## config.mk

```make
export PLATFORM = sky130hd
export DESIGN_NAME = lgp_core
export DESIGN_NICKNAME = d
export VERILOG_FILES = /design/src/hw/lgp_pkg.sv /design/src/hw/lgp_core.sv
export VERILOG_INCLUDE_DIRS = /design/src /design/src/hw
export SDC_FILE = /design/constraint.sdc
export NUM_CORES = 1
export LEC_CHECK = 0
export ABC_AREA = 1
export BUFFER_PORTS_ARGS = -buffer_cell sky130_fd_sc_hd__buf_4
export CAP_MARGIN = 20
export CORE_ASPECT_RATIO = 0.8
export CORE_MARGIN = 4
export CORE_UTILIZATION = 60
export CTS_CLUSTER_DIAMETER = 40
export DETAILED_ROUTE_END_ITERATION = 8
export GPL_TIMING_DRIVEN = 0
export PLACE_DENSITY_LB_ADDON = 0.08
export SYNTH_ARGS = -nofsm -noshare
export SYNTH_HDL_FRONTEND = slang
export SYNTH_SLANG_ARGS = --single-unit
```

## constraint.sdc

```tcl
create_clock -name sys_clk_in -period 4.27 [get_ports sys_clk_in]
set_input_delay 0.2135 -clock sys_clk_in [delete_from_list [all_inputs] [get_ports sys_clk_in]]
set_output_delay 0.2135 -clock sys_clk_in [all_outputs]
set_load 0.03 [all_outputs]
```

## src/hw/lgp_params.svh

```systemverilog
// Constants for the LED greyscale PWM / trim core.
// Assumes one 100 MHz system clock; all pin inputs are asynchronous to it.
// Functional notes
// - Each of 16 channels holds its own 6-bit trim code, 64 settings.
// - Channel drive level scales with trim code: 0 is off, 63 full.
// - All trim codes load together from one serial packet.
// - Trim packet is 96 bits: sixteen 6-bit words.
// - Each channel has a 12-bit brightness code; it stays on for code-1 PWM clocks.
// - Brightness packet is 192 bits, sixteen 12-bit words, MSB first.
// - Mode input low selects brightness mode with a 192-bit shift register.
// - Load strobe rise in brightness mode latches all brightness codes at once.
// - Right after a brightness latch the shift register takes the status packet.
// - Status packet is only loaded while mode input is low.
// - Status is 192 bits; open-LED flags in bits 191:176 and 31:16.
// - Status bit 175 is overtemperature, bit 174 is temperature warning.
// - Status bits 167:72 hold the 96-bit trim register copy.
// - Status bits 15:0 are shorted-LED flags; other bits reserved, zero.
// - Status packet shifts out on the serial output with further shift clocks.
// - A PWM cycle begins on the falling edge of the blank input.
// - First PWM clock after blank falls advances counter, turns on channels with code 2 or more.
// - Every later PWM clock rising edge advances the counter by one, holding at 4095.
// - A channel turns off when its brightness code equals the counter.
// - Host raises blank after 4096 PWM clocks; counter then returns to zero.
// - Serial input is sampled on each rising shift clock edge not coinciding with a brightness latch.
// - Mode input high: load strobe rise updates trim registers instead.
// - Blank high forces all channels off and holds the counter at zero.
// - After reset: brightness mode, shift register cleared.
`ifndef LGP_PARAMS_SVH
`define LGP_PARAMS_SVH

`define LGP_CHANNELS        16
`define LGP_TRIM_BITS       6
`define LGP_BRIGHT_BITS     12
`define LGP_TRIM_PKT_BITS   96
`define LGP_BRIGHT_PKT_BITS 192

`define LGP_ST_OPEN_HI_LSB  176
`define LGP_ST_OVERTEMP     175
`define LGP_ST_TEMPWARN     174
`define LGP_ST_TRIM_LSB     72
`define LGP_ST_OPEN_LO_LSB  16
`define LGP_ST_SHORT_LSB    0

`define LGP_TRIM_RESET      96'h0
`define LGP_BRIGHT_RESET    192'h0
`define LGP_PWM_MAX         12'hfff

`define LGP_REG_CONTROL     4'h0
`define LGP_REG_STATUS      4'h4
`define LGP_REG_LATCHES     4'h8
`define LGP_CTRL_BLANK_BIT  0
`define LGP_STS_MODE_BIT    0
`define LGP_STS_BLANK_BIT   1
`define LGP_STS_RUN_BIT     2
`define LGP_STS_CNT_LSB     16

`endif

```

## src/hw/lgp_pkg.sv

```systemverilog
// Types shared by the LED greyscale PWM / trim core.
// Assumes lgp_params.svh is compiled alongside.
package lgp_pkg;
  typedef enum logic [1:0] {
    PWM_BLANKED,
    PWM_ARMED,
    PWM_RUN
  } lgp_pwm_state_e;
endpackage

```

## src/hw/lgp_core.sv

```systemverilog
// Digital core of a 16-channel LED sink driver: serial shift register,
// trim and brightness latches, status readback and greyscale PWM.
// Assumes pins are asynchronous to sys_clk_in and much slower than it.
//
// Added by the designer: the placing of the registers and the Avalon-MM slave port.
`timescale 1ns/10ps
`include "lgp_params.svh"

module lgp_core
  import lgp_pkg::*;
(
  input  wire logic          sys_clk_in,
  input  wire logic          rst_in,
  input  wire logic          shift_clock_in,
  input  wire logic          serial_in,
  input  wire logic          mode_select_in,
  input  wire logic          load_strobe_in,
  input  wire logic          output_blank_in,
  input  wire logic          pwm_clock_in,
  input  wire logic [15:0]   open_led_in,
  input  wire logic [15:0]   short_led_in,
  input  wire logic          over_temp_in,
  input  wire logic          temp_warn_in,
  input  wire logic [3:0]    avs_address_in,
  input  wire logic          avs_read_in,
  input  wire logic          avs_write_in,
  input  wire logic [31:0]   avs_writedata_in,
  input  wire logic [3:0]    avs_byteenable_in,
  output logic      [31:0]   avs_readdata_out,
  output logic               avs_waitrequest_out,
  output logic               serial_out,
  output logic      [15:0]   channel_sink_out,
  output logic      [95:0]   channel_level_out
);

  localparam int NSYNC = 40;

  // Status word layout, shared by the reload and its check
  function automatic logic [191:0] build_status(input logic [15:0] open_f,
                                                input logic [15:0] short_f,
                                                input logic        ot_f,
                                                input logic        tw_f,
                                                input logic [95:0] trim_f);
    logic [191:0] s;
    s = '0;
    s[`LGP_ST_OPEN_HI_LSB +: 16] = open_f;
    s[`LGP_ST_OPEN_LO_LSB +: 16] = open_f;
    s[`LGP_ST_OVERTEMP]          = ot_f;
    s[`LGP_ST_TEMPWARN]          = tw_f;
    s[`LGP_ST_TRIM_LSB +: 96]    = trim_f;
    s[`LGP_ST_SHORT_LSB +: 16]   = short_f;
    return s;
  endfunction

  // Brightness word of one channel
  function automatic logic [11:0] chan_code(input logic [191:0] b, input int n);
    return b[n*12 +: 12];
  endfunction

  // Two-stage synchroniser for every pin input
  logic [NSYNC-1:0] sync_a;
  logic [NSYNC-1:0] sync_b;
  // Order must match the slices taken from sync_b below
  wire  [NSYNC-1:0] pins = {shift_clock_in,
                            serial_in,
                            mode_select_in,
                            load_strobe_in,
                            output_blank_in,
                            pwm_clock_in,
                            open_led_in,
                            short_led_in,
                            over_temp_in,
                            temp_warn_in};

  always_ff @(posedge sys_clk_in) begin
    sync_a <= pins;
    sync_b <= sync_a;
  end

  wire        sclk_s  = sync_b[39];
  wire        sdi_s   = sync_b[38];
  wire        mode_s  = sync_b[37];
  wire        ld_s    = sync_b[36];
  wire        blank_p = sync_b[35];
  wire        pclk_s  = sync_b[34];
  wire [15:0] open_s  = sync_b[33:18];
  wire [15:0] short_s = sync_b[17:2];
  wire        ot_s    = sync_b[1];
  wire        tw_s    = sync_b[0];

  // Bus-forced blank joins the pin before edge detection
  logic force_blank;
  wire  blank_s = blank_p | force_blank;

  // Edge detection on synchronised copies only
  logic sclk_d;
  logic ld_d;
  logic pclk_d;
  logic blank_d;

  always_ff @(posedge sys_clk_in) begin
    if (rst_in) begin
      sclk_d  <= 1'b0;
      ld_d    <= 1'b0;
      pclk_d  <= 1'b0;
      blank_d <= 1'b1;
    end else begin
      sclk_d  <= sclk_s;
      ld_d    <= ld_s;
      pclk_d  <= pclk_s;
      blank_d <= blank_s;
    end
  end

  wire  sclk_rise = sclk_s & ~sclk_d;
  wire  ld_rise   = ld_s & ~ld_d;
  wire  pclk_rise = pclk_s & ~pclk_d;
  wire  blank_fall = ~blank_s & blank_d;

  // Shift register and latches
  logic [191:0] shift_reg;
  logic [191:0] bright;
  logic [95:0]  trim;
  logic [15:0]  latch_count;

  wire [191:0] status_word = build_status(open_s, short_s, ot_s, tw_s, trim);
  wire         gs_latch    = ld_rise & ~mode_s;
  wire         dc_latch    = ld_rise & mode_s;
  // Far end depends on mode: 96 bits in trim mode, 192 in brightness mode
  wire         far_bit     = mode_s ? shift_reg[`LGP_TRIM_PKT_BITS-1]
                                    : shift_reg[`LGP_BRIGHT_PKT_BITS-1];

  always_ff @(posedge sys_clk_in) begin
    if (rst_in) begin
      shift_reg <= '0;
    end else if (gs_latch) begin
      shift_reg <= status_word;
    end else if (sclk_rise) begin
      shift_reg <= {shift_reg[190:0], sdi_s};
    end
  end

  always_ff @(posedge sys_clk_in) begin
    if (rst_in) begin
      bright      <= `LGP_BRIGHT_RESET;
      trim        <= `LGP_TRIM_RESET;
      latch_count <= 16'h0;
    end else if (gs_latch) begin
      bright      <= shift_reg;
      latch_count <= latch_count + 16'h1;
    end else if (dc_latch) begin
      trim        <= shift_reg[95:0];
    end
  end

  always_ff @(posedge sys_clk_in) begin
    if (rst_in) begin
      serial_out <= 1'b0;
    end else begin
      serial_out <= far_bit;
    end
  end

  // Greyscale PWM
  lgp_pwm_state_e pwm_state;
  lgp_pwm_state_e next_pwm_state;
  logic [11:0]    pwm_cnt;
  logic [11:0]    next_pwm_cnt;
  logic [15:0]    next_sink;

  always_comb begin
    next_pwm_state = pwm_state;
    next_pwm_cnt   = pwm_cnt;
    next_sink      = channel_sink_out;
    if (blank_s) begin
      next_pwm_state = PWM_BLANKED;
      next_pwm_cnt   = 12'h0;
      next_sink      = 16'h0;
    end else begin
      case (pwm_state)
        PWM_BLANKED: begin
          if (blank_fall) begin
            next_pwm_state = PWM_ARMED;
          end
        end
        PWM_ARMED: begin
          if (pclk_rise) begin
            next_pwm_state = PWM_RUN;
            next_pwm_cnt   = pwm_cnt + 12'h1;
            for (int i = 0; i < 16; i++) begin
              next_sink[i] = (chan_code(bright, i) != 12'h0) &&
                             (chan_code(bright, i) != next_pwm_cnt);
            end
          end
        end
        PWM_RUN: begin
          // Saturate so the cycle cannot restart before blank rises
          if (pclk_rise && pwm_cnt != `LGP_PWM_MAX) begin
            next_pwm_cnt = pwm_cnt + 12'h1;
            for (int i = 0; i < 16; i++) begin
              next_sink[i] = channel_sink_out[i] &&
                             (chan_code(bright, i) != next_pwm_cnt);
            end
          end
        end
        default: begin
          next_pwm_state = PWM_BLANKED;
        end
      endcase
    end
  end

  always_ff @(posedge sys_clk_in) begin
    if (rst_in) begin
      pwm_state        <= PWM_BLANKED;
      pwm_cnt          <= 12'h0;
      channel_sink_out <= 16'h0;
    end else begin
      pwm_state        <= next_pwm_state;
      pwm_cnt          <= next_pwm_cnt;
      channel_sink_out <= next_sink;
    end
  end

  // Per-channel drive level; analog stage turns the code into current
  logic [95:0] next_level;

  always_comb begin
    for (int i = 0; i < 16; i++) begin
      next_level[i*6 +: 6] = next_sink[i] ? trim[i*6 +: 6] : 6'h0;
    end
  end

  always_ff @(posedge sys_clk_in) begin
    if (rst_in) begin
      channel_level_out <= 96'h0;
    end else begin
      channel_level_out <= next_level;
    end
  end

  // Avalon-MM slave: one wait cycle, then the answer
  wire        bus_req  = (avs_read_in | avs_write_in) & avs_waitrequest_out;
  wire        sel_ctrl = avs_address_in == `LGP_REG_CONTROL;
  wire        sel_sts  = avs_address_in == `LGP_REG_STATUS;
  wire        sel_lat  = avs_address_in == `LGP_REG_LATCHES;
  wire [31:0] sts_word = {4'h0, pwm_cnt, 13'h0, (pwm_state == PWM_RUN), blank_s, mode_s};
  wire [31:0] rd_mux   = sel_ctrl ? {31'h0, force_blank} :
                         sel_sts  ? sts_word :
                         sel_lat  ? {16'h0, latch_count} : 32'h0;

  always_ff @(posedge sys_clk_in) begin
    if (rst_in) begin
      avs_waitrequest_out <= 1'b1;
      avs_readdata_out    <= 32'h0;
      force_blank         <= 1'b0;
    end else if (bus_req) begin
      avs_waitrequest_out <= 1'b0;
      avs_readdata_out    <= avs_read_in ? rd_mux : 32'h0;
      if (avs_write_in && sel_ctrl && avs_byteenable_in[0]) begin
        force_blank <= avs_writedata_in[`LGP_CTRL_BLANK_BIT];
      end
    end else begin
      avs_waitrequest_out <= 1'b1;
    end
  end
endmodule

```

==> flow_summary.toml, run 1 <==
[clock_network]
clockRootBuffer = "clkbuf_16"
tritoncts = "done"
htreeDepth = 3
numCtsBuffers = 78
clkTransAtPathRegs_ns = 0.06
cts_sinks = 737
clkLatencyLatePin_ns = 0.63
cts_post_setup_buffers_inserted = 0
cts-root-to-sink-buffers = 3

[route]
initialDrtViolationCount = 4028
route.detailed.drc = 0
wl_per_cell_um = 21.2
ant_nets = 0
routed_via_density = 5.92
dr_total_vias = 28900
dr.pass1.iters = 8
routed_wl_um = 104000

[logic_synthesis]
yosysSeqAreaShare_pct = 51.2
synth-edff-count = 0
synth_top_area_cell = "dfxtp_1"
synth_top_cell_area_share_pct = 51.2
synth.distinct_cells = 41
syn_inst = 3879
synthArstFlopShare_pct = 0
syn-cell-area_um2 = 28800
ys.flop_type = "dfxtp_1"
yosys_warnings = 0
syn_avg_cell_area_um2 = 7.43
ys_top_cells_by_area = "dfxtp_1, nand2_1, o21ai_0"
synth_seq_cells = 737

[final_layout]
fin_cells = 4881
layout-drive-gt1-share_pct = 9.46
fin_area_um2 = 34200
mostFrequentLayoutCell = "nand2_1"
most-common-layout-cells = "nand2_1, dfxtp_1, o21ai_0"
layout.nets = 4292
n_fill_cell = 3811
syn2layout_area_growth_pct = 18.7

[global_route]
gr-total-overflow = 0
grt_pass1_wl_um = 153000
grt_max_degree = 16
grt.total_usage_pct = 39.1
grt_pass1_vias = 26000
antenna_found_initial = 0

[power]
switchingPower_mw = 4.22
p_per_area_nw_per_um2 = 465
peakVddDrop_mv = 0.367
cellLeakagePower_nw = 13.5
pwr-share-comb_pct = 9.6
switching_share_pct = 26.5
p_seq_share_pct = 46.5
pwr-share-clk_pct = 43.8
p_int_mw = 11.7

[sta]
finalHoldViolations = 0
rsz0062_at_grt = "no"
fin_worst_skew_ns = 0.0168
setup-violations-final = 0
fin_crit_ns = 3.74
slew_headroom_pct = 7.58
max_slew.worst_pin.slew_ns = 1.39
min_period_over_period_pct = 87.6
fin_tns_setup_ns = 0
finalWorstSetupSlack_ns = 0.531
final_max_slew_viol_count = 0
fmax_mhz = 267

[worst_setup_path]
path_class = "register to register"
cp-start-kind = "register"
path_max_fanout = 10
worst_ep_required_time_ns = 4.77
end_kind = "register"
rr_startpoint = "pwm_cnt[0]$_SDFFE_PP0P_"
cp.arrival_ns = 4.24
reg2reg_slack_ns = 0.53
timing.rr.end = "channel_level_out[15]$_SDFF_PP0_"
reg2regPathDepth = 13

[place]
hpwl_um = 72000
pre_cts_ws_ns = 0.805
dp.cells = 4696
gp_congestion = 1.04
placed_cell_area_um2 = 31100
io_buffers = 190

[floorplan]
start_util_pct = 61.0
die_h_um = 204
ios = 230
core_um2 = 47300
die_area_um2 = 51600
fp.dieW_um = 253
rows = 71

[min_path]
hp-start = "avs_address_in[0]"
holdPathStages = 5
hold_class = "primary input to register"
min_to = "avs_readdata_out[0]$_SDFFE_PP0P_"

[status]
status = "finished, final reports clean"

[flow_run]
cap_violations = 0
==> layer usage <==
layer	part of all wire (%)	wire [um]	GRT usage, %
met5	0	0	0
met1	39	40800	53.7
met2	40	42000	55.9
met4	5.7	5930	19.6
met3	14	15000	12.0
==> layout make-up <==
cell class	count	area, um^2	share of cell area, %
Antenna cell	1	2.50	0.00732
Buffer	239	955	2.79
Clock buffer	99	2180	6.39
Clock inverter	38	438	1.28
Inverter	408	1530	4.48
Multi-Input combinational cell	2498	11600	33.9
Sequential cell	737	14800	43.1
Tap cell	620	776	2.27
Timing Repair Buffer	241	1970	5.75
==> logic make-up after synthesis <==
kind of cell / synth area share, %
compound gates: 19.3
xor+xnor: 0.456
fa+ha+maj: 0.217
buf+inv: 8.63
flops: 51.2
other cells: 0.0130
simple gates: 20.2
==> power groups by stage <==
stage / sequential [mW] / clock [mW] / combinational [mW]
2_1_floorplan: 7.48 / 0 / 0.922
3_3_place_gp: 7.53 / 0 / 1.39
3_5_place_dp: 7.54 / 0 / 1.42
4_1_cts: 7.39 / 6.96 / 1.46
5_1_grt: 7.42 / 7.27 / 1.67
6_report: 7.41 / 6.97 / 1.53
==> per-stage QoR <==
step / hold WS [ns] / power [mW] / utilization (%)
5_1_grt: 0.157 / 16.4 / 72.4
3_5_place_dp: 0.312 / 8.96 / 65.8
4_1_cts: 0.108 / 15.8 / 72.3
3_3_place_gp: 0.310 / 8.93 / 65.7
6_report: 0.152 / 15.9 / 72.4
2_1_floorplan: 0.241 / 8.40 / -
==> repair_timing <==
action | CTS | global route
endpoints found under the hold margin | 43 | 0
resized for setup | 0 | 0
hold buffers | 44 | 0
==> Yosys cell counts, drive strengths merged (2+ instances only) <==
cell type,n
nor2,246
clkinv,3
ha,5
nand3,159
a21oi,410
o221ai,3
inv,405
dfxtp,737
o21bai,2
o22ai,16
xor2,13
nor4,9
a31oi,126
a221oi,2
buf,31
o211ai,3
nand4,55
nand2,918
clkbuf,208
xnor2,2
nor3,19
o21ai,502
==> worst max path at each step <==
| stage | start | endpoint | slack (ns) | depth (start not counted) |
|---|---|---|---|---|
| after floorplan | pwm_cnt[1]$_SDFFE_PP0P_ | channel_level_out[54]$_SDFF_PP0_ | 2.28 | 14 |
| after global placement | pwm_cnt[0]$_SDFFE_PP0P_ | channel_level_out[15]$_SDFF_PP0_ | 0.80 | 13 |
| after detailed placement | pwm_cnt[0]$_SDFFE_PP0P_ | channel_level_out[94]$_SDFF_PP0_ | 0.81 | 13 |
| after CTS | pwm_cnt[1]$_SDFFE_PP0P_ | channel_level_out[56]$_SDFF_PP0_ | 0.82 | 14 |
| after global routing | pwm_cnt[1]$_SDFFE_PP0P_ | channel_level_out[56]$_SDFF_PP0_ | 0.61 | 14 |
| final | pwm_cnt[0]$_SDFFE_PP0P_ | channel_level_out[15]$_SDFF_PP0_ | 0.53 | 13 |
==> critical path: stages (launching register included) <==
cell and delay (ns):
dfxtp_1 0.34, buf_2 0.41, inv_2 0.31, nor2_8 0.27, nand4_2 0.34, nand2_2 0.42, buf_2 0.53, nor2_1 0.08
nor2_1 0.12, nand4_1 0.25, nand2_1 0.13, nand2_1 0.07, nand2_2 0.22, nor2_1 0.10
No activity file was read; power rests on OpenSTA's default activity.
==> run 2, diff against run 1 <==
--- a/config.mk
+++ b/config.mk
@@ -11,7 +11,7 @@
 export CAP_MARGIN = 20
 export CORE_ASPECT_RATIO = 0.8
 export CORE_MARGIN = 4
-export CORE_UTILIZATION = 60
+export CORE_UTILIZATION = 38
 export CTS_CLUSTER_DIAMETER = 40
 export DETAILED_ROUTE_END_ITERATION = 8
 export GPL_TIMING_DRIVEN = 0
==> run 2 against run 1 <==
Core utilization down 25 points. Die area rose by 56%. Wire length increased by 9.9%. Sequential power barely moved. Maximum frequency decreased by 2.4%. Clock power is 32% higher. Critical path depth unchanged. Critical path type unchanged. Critical endpoint is now channel_level_out[17]$_SDFF_PP0_.
==> flow_summary.toml, run 2 (synthesized netlist as in run 1, its figures left out) <==
[place]
gp_congestion = 0.970
pre_cts_ws_ns = 0.610
hpwl_um = 81300
io_buffers = 190

[min_path]
hp-start = "rst_in"
holdPathStages = 2
hold_class = "primary input to register"
min_to = "avs_readdata_out[1]$_SDFFE_PP0P_"

[route]
dr_total_vias = 28100
wl_per_cell_um = 21.3
routed_via_density = 5.26
ant_nets = 0
route.detailed.drc = 0
dr.pass1.iters = 6
initialDrtViolationCount = 3358
routed_wl_um = 114000

[final_layout]
postLayoutCoreUtil_pct = 47.7
mostFrequentLayoutCell = "nand2_1"
most-common-layout-cells = "nand2_1, dfxtp_1, o21ai_0"
layout.nets = 4331
syn2layout_area_growth_pct = 24.8
layout-drive-gt1-share_pct = 11.1

[power]
fin_total_pwr_mw = 18.2
cellLeakagePower_nw = 14.1
p_per_area_nw_per_um2 = 506
peakVddDrop_mv = 0.332

[floorplan]
ios = 230
die_h_um = 254
core_um2 = 75300
start_util_pct = 38.3
fp.dieW_um = 316
die_area_um2 = 80300
rows = 90

[global_route]
grt_pass1_wl_um = 166000
gr-total-overflow = 0
grt_max_degree = 15
grt_pass1_vias = 25800
grt.total_usage_pct = 27.7
antenna_found_initial = 3

[sta]
slew_headroom_pct = 11.8
fin_worst_skew_ns = 0.0223
fin_tns_setup_ns = 0
max_slew.worst_pin.slew_ns = 1.32
final_max_slew_viol_count = 0
fin_hold_ws_ns = 0.138
setup-violations-final = 0
fmax_mhz = 261
min_period_over_period_pct = 89.7
finalHoldViolations = 0
fin_crit_ns = 3.83
finalWorstSetupSlack_ns = 0.438
rsz0062_at_grt = "no"

[worst_setup_path]
worst_ep_required_time_ns = 4.81
cp-start-kind = "register"
end_kind = "register"
rr_startpoint = "pwm_cnt[0]$_SDFFE_PP0P_"
reg2reg_slack_ns = 0.44
path_max_fanout = 10
cp.arrival_ns = 4.37
path_class = "register to register"
timing.rr.end = "channel_level_out[17]$_SDFF_PP0_"
reg2regPathDepth = 13

[clock_network]
clockRootBuffer = "clkbuf_16"
clkLatencyLatePin_ns = 0.68
numCtsBuffers = 112
post_cts_resized = 0
cts_sinks = 737
clkTransAtPathRegs_ns = 0.06
cts-root-to-sink-buffers = 3
cts_post_setup_buffers_inserted = 0
htreeDepth = 3
tritoncts = "done"

[status]
status = "finished, final reports clean"

[flow_run]
cap_violations = 0
-- run 2: how the worst max path moves through the flow --
stage,from,to,depth (start not counted)
floorplan,pwm_cnt[1]$_SDFFE_PP0P_,channel_level_out[54]$_SDFF_PP0_,14
global placement,pwm_cnt[0]$_SDFFE_PP0P_,channel_level_out[17]$_SDFF_PP0_,13
detailed placement,pwm_cnt[0]$_SDFFE_PP0P_,channel_level_out[17]$_SDFF_PP0_,13
CTS,pwm_cnt[0]$_SDFFE_PP0P_,channel_level_out[17]$_SDFF_PP0_,13
global route,pwm_cnt[1]$_SDFFE_PP0P_,channel_level_out[56]$_SDFF_PP0_,14
finish,pwm_cnt[0]$_SDFFE_PP0P_,channel_level_out[17]$_SDFF_PP0_,13
-- run 2: routing by layer --
| layer | share of wire, % | track usage [%] | up-vias | wire (um) |
|---|---|---|---|---|
| met5 | 0 | 0 | - | 0 |
| met4 | 3.3 | 9.40 | 0 | 3710 |
| met3 | 9.9 | 6.06 | 218 | 11300 |
| met2 | 41 | 39.9 | 1284 | 46800 |
| met1 | 46 | 40.9 | 13100 | 52300 |
| li1 | - | - | 13500 | - |
-- run 2: worst max-delay path, stage by stage (launching register included) --
cell and delay, ns:
dfxtp_1 0.33, buf_2 0.45, inv_2 0.30, nor2_8 0.26, nand4_2 0.35, nand2_2 0.41, buf_2 0.51, nor2_1 0.07
nor2_1 0.12, nand4_1 0.27, nand2_1 0.15, nand2_1 0.07, nand2_2 0.24, nor2_1 0.10
-- run 2: layout make-up --
type | instances | area (um^2)
Timing Repair Buffer | 246 | 2040
Fill cell | 7609 | 39400
Clock buffer | 134 | 3060
Multi-Input combinational cell | 2498 | 11600
Tap cell | 1012 | 1270
Inverter | 408 | 1530
Antenna cell | 2 | 5.00
Buffer | 239 | 957
Sequential cell | 737 | 14800
Clock inverter | 75 | 749
-- run 2: through the flow --
step                instances  instance area (um^2)
floorplan                3882                 28800
global placement         5084                 31500
detailed placement       5094                 31700
CTS                      5347                 35900
global route             5349                 36000
finish                   5351                 36000
-- run 2: power breakdown --
part           switching (mW)  internal, mW
Clock                    3.60          5.61
Combinational            1.09         0.467
Sequential              0.219          7.19
Total                    4.91          13.3
-- run 2: repair_timing --
| item | 4_1_cts | 5_1_grt |
|---|---|---|
| hold endpoints to repair | 46 | 0 |
| hold buffers | 44 | 0 |
| setup endpoints to repair | 0 | 0 |
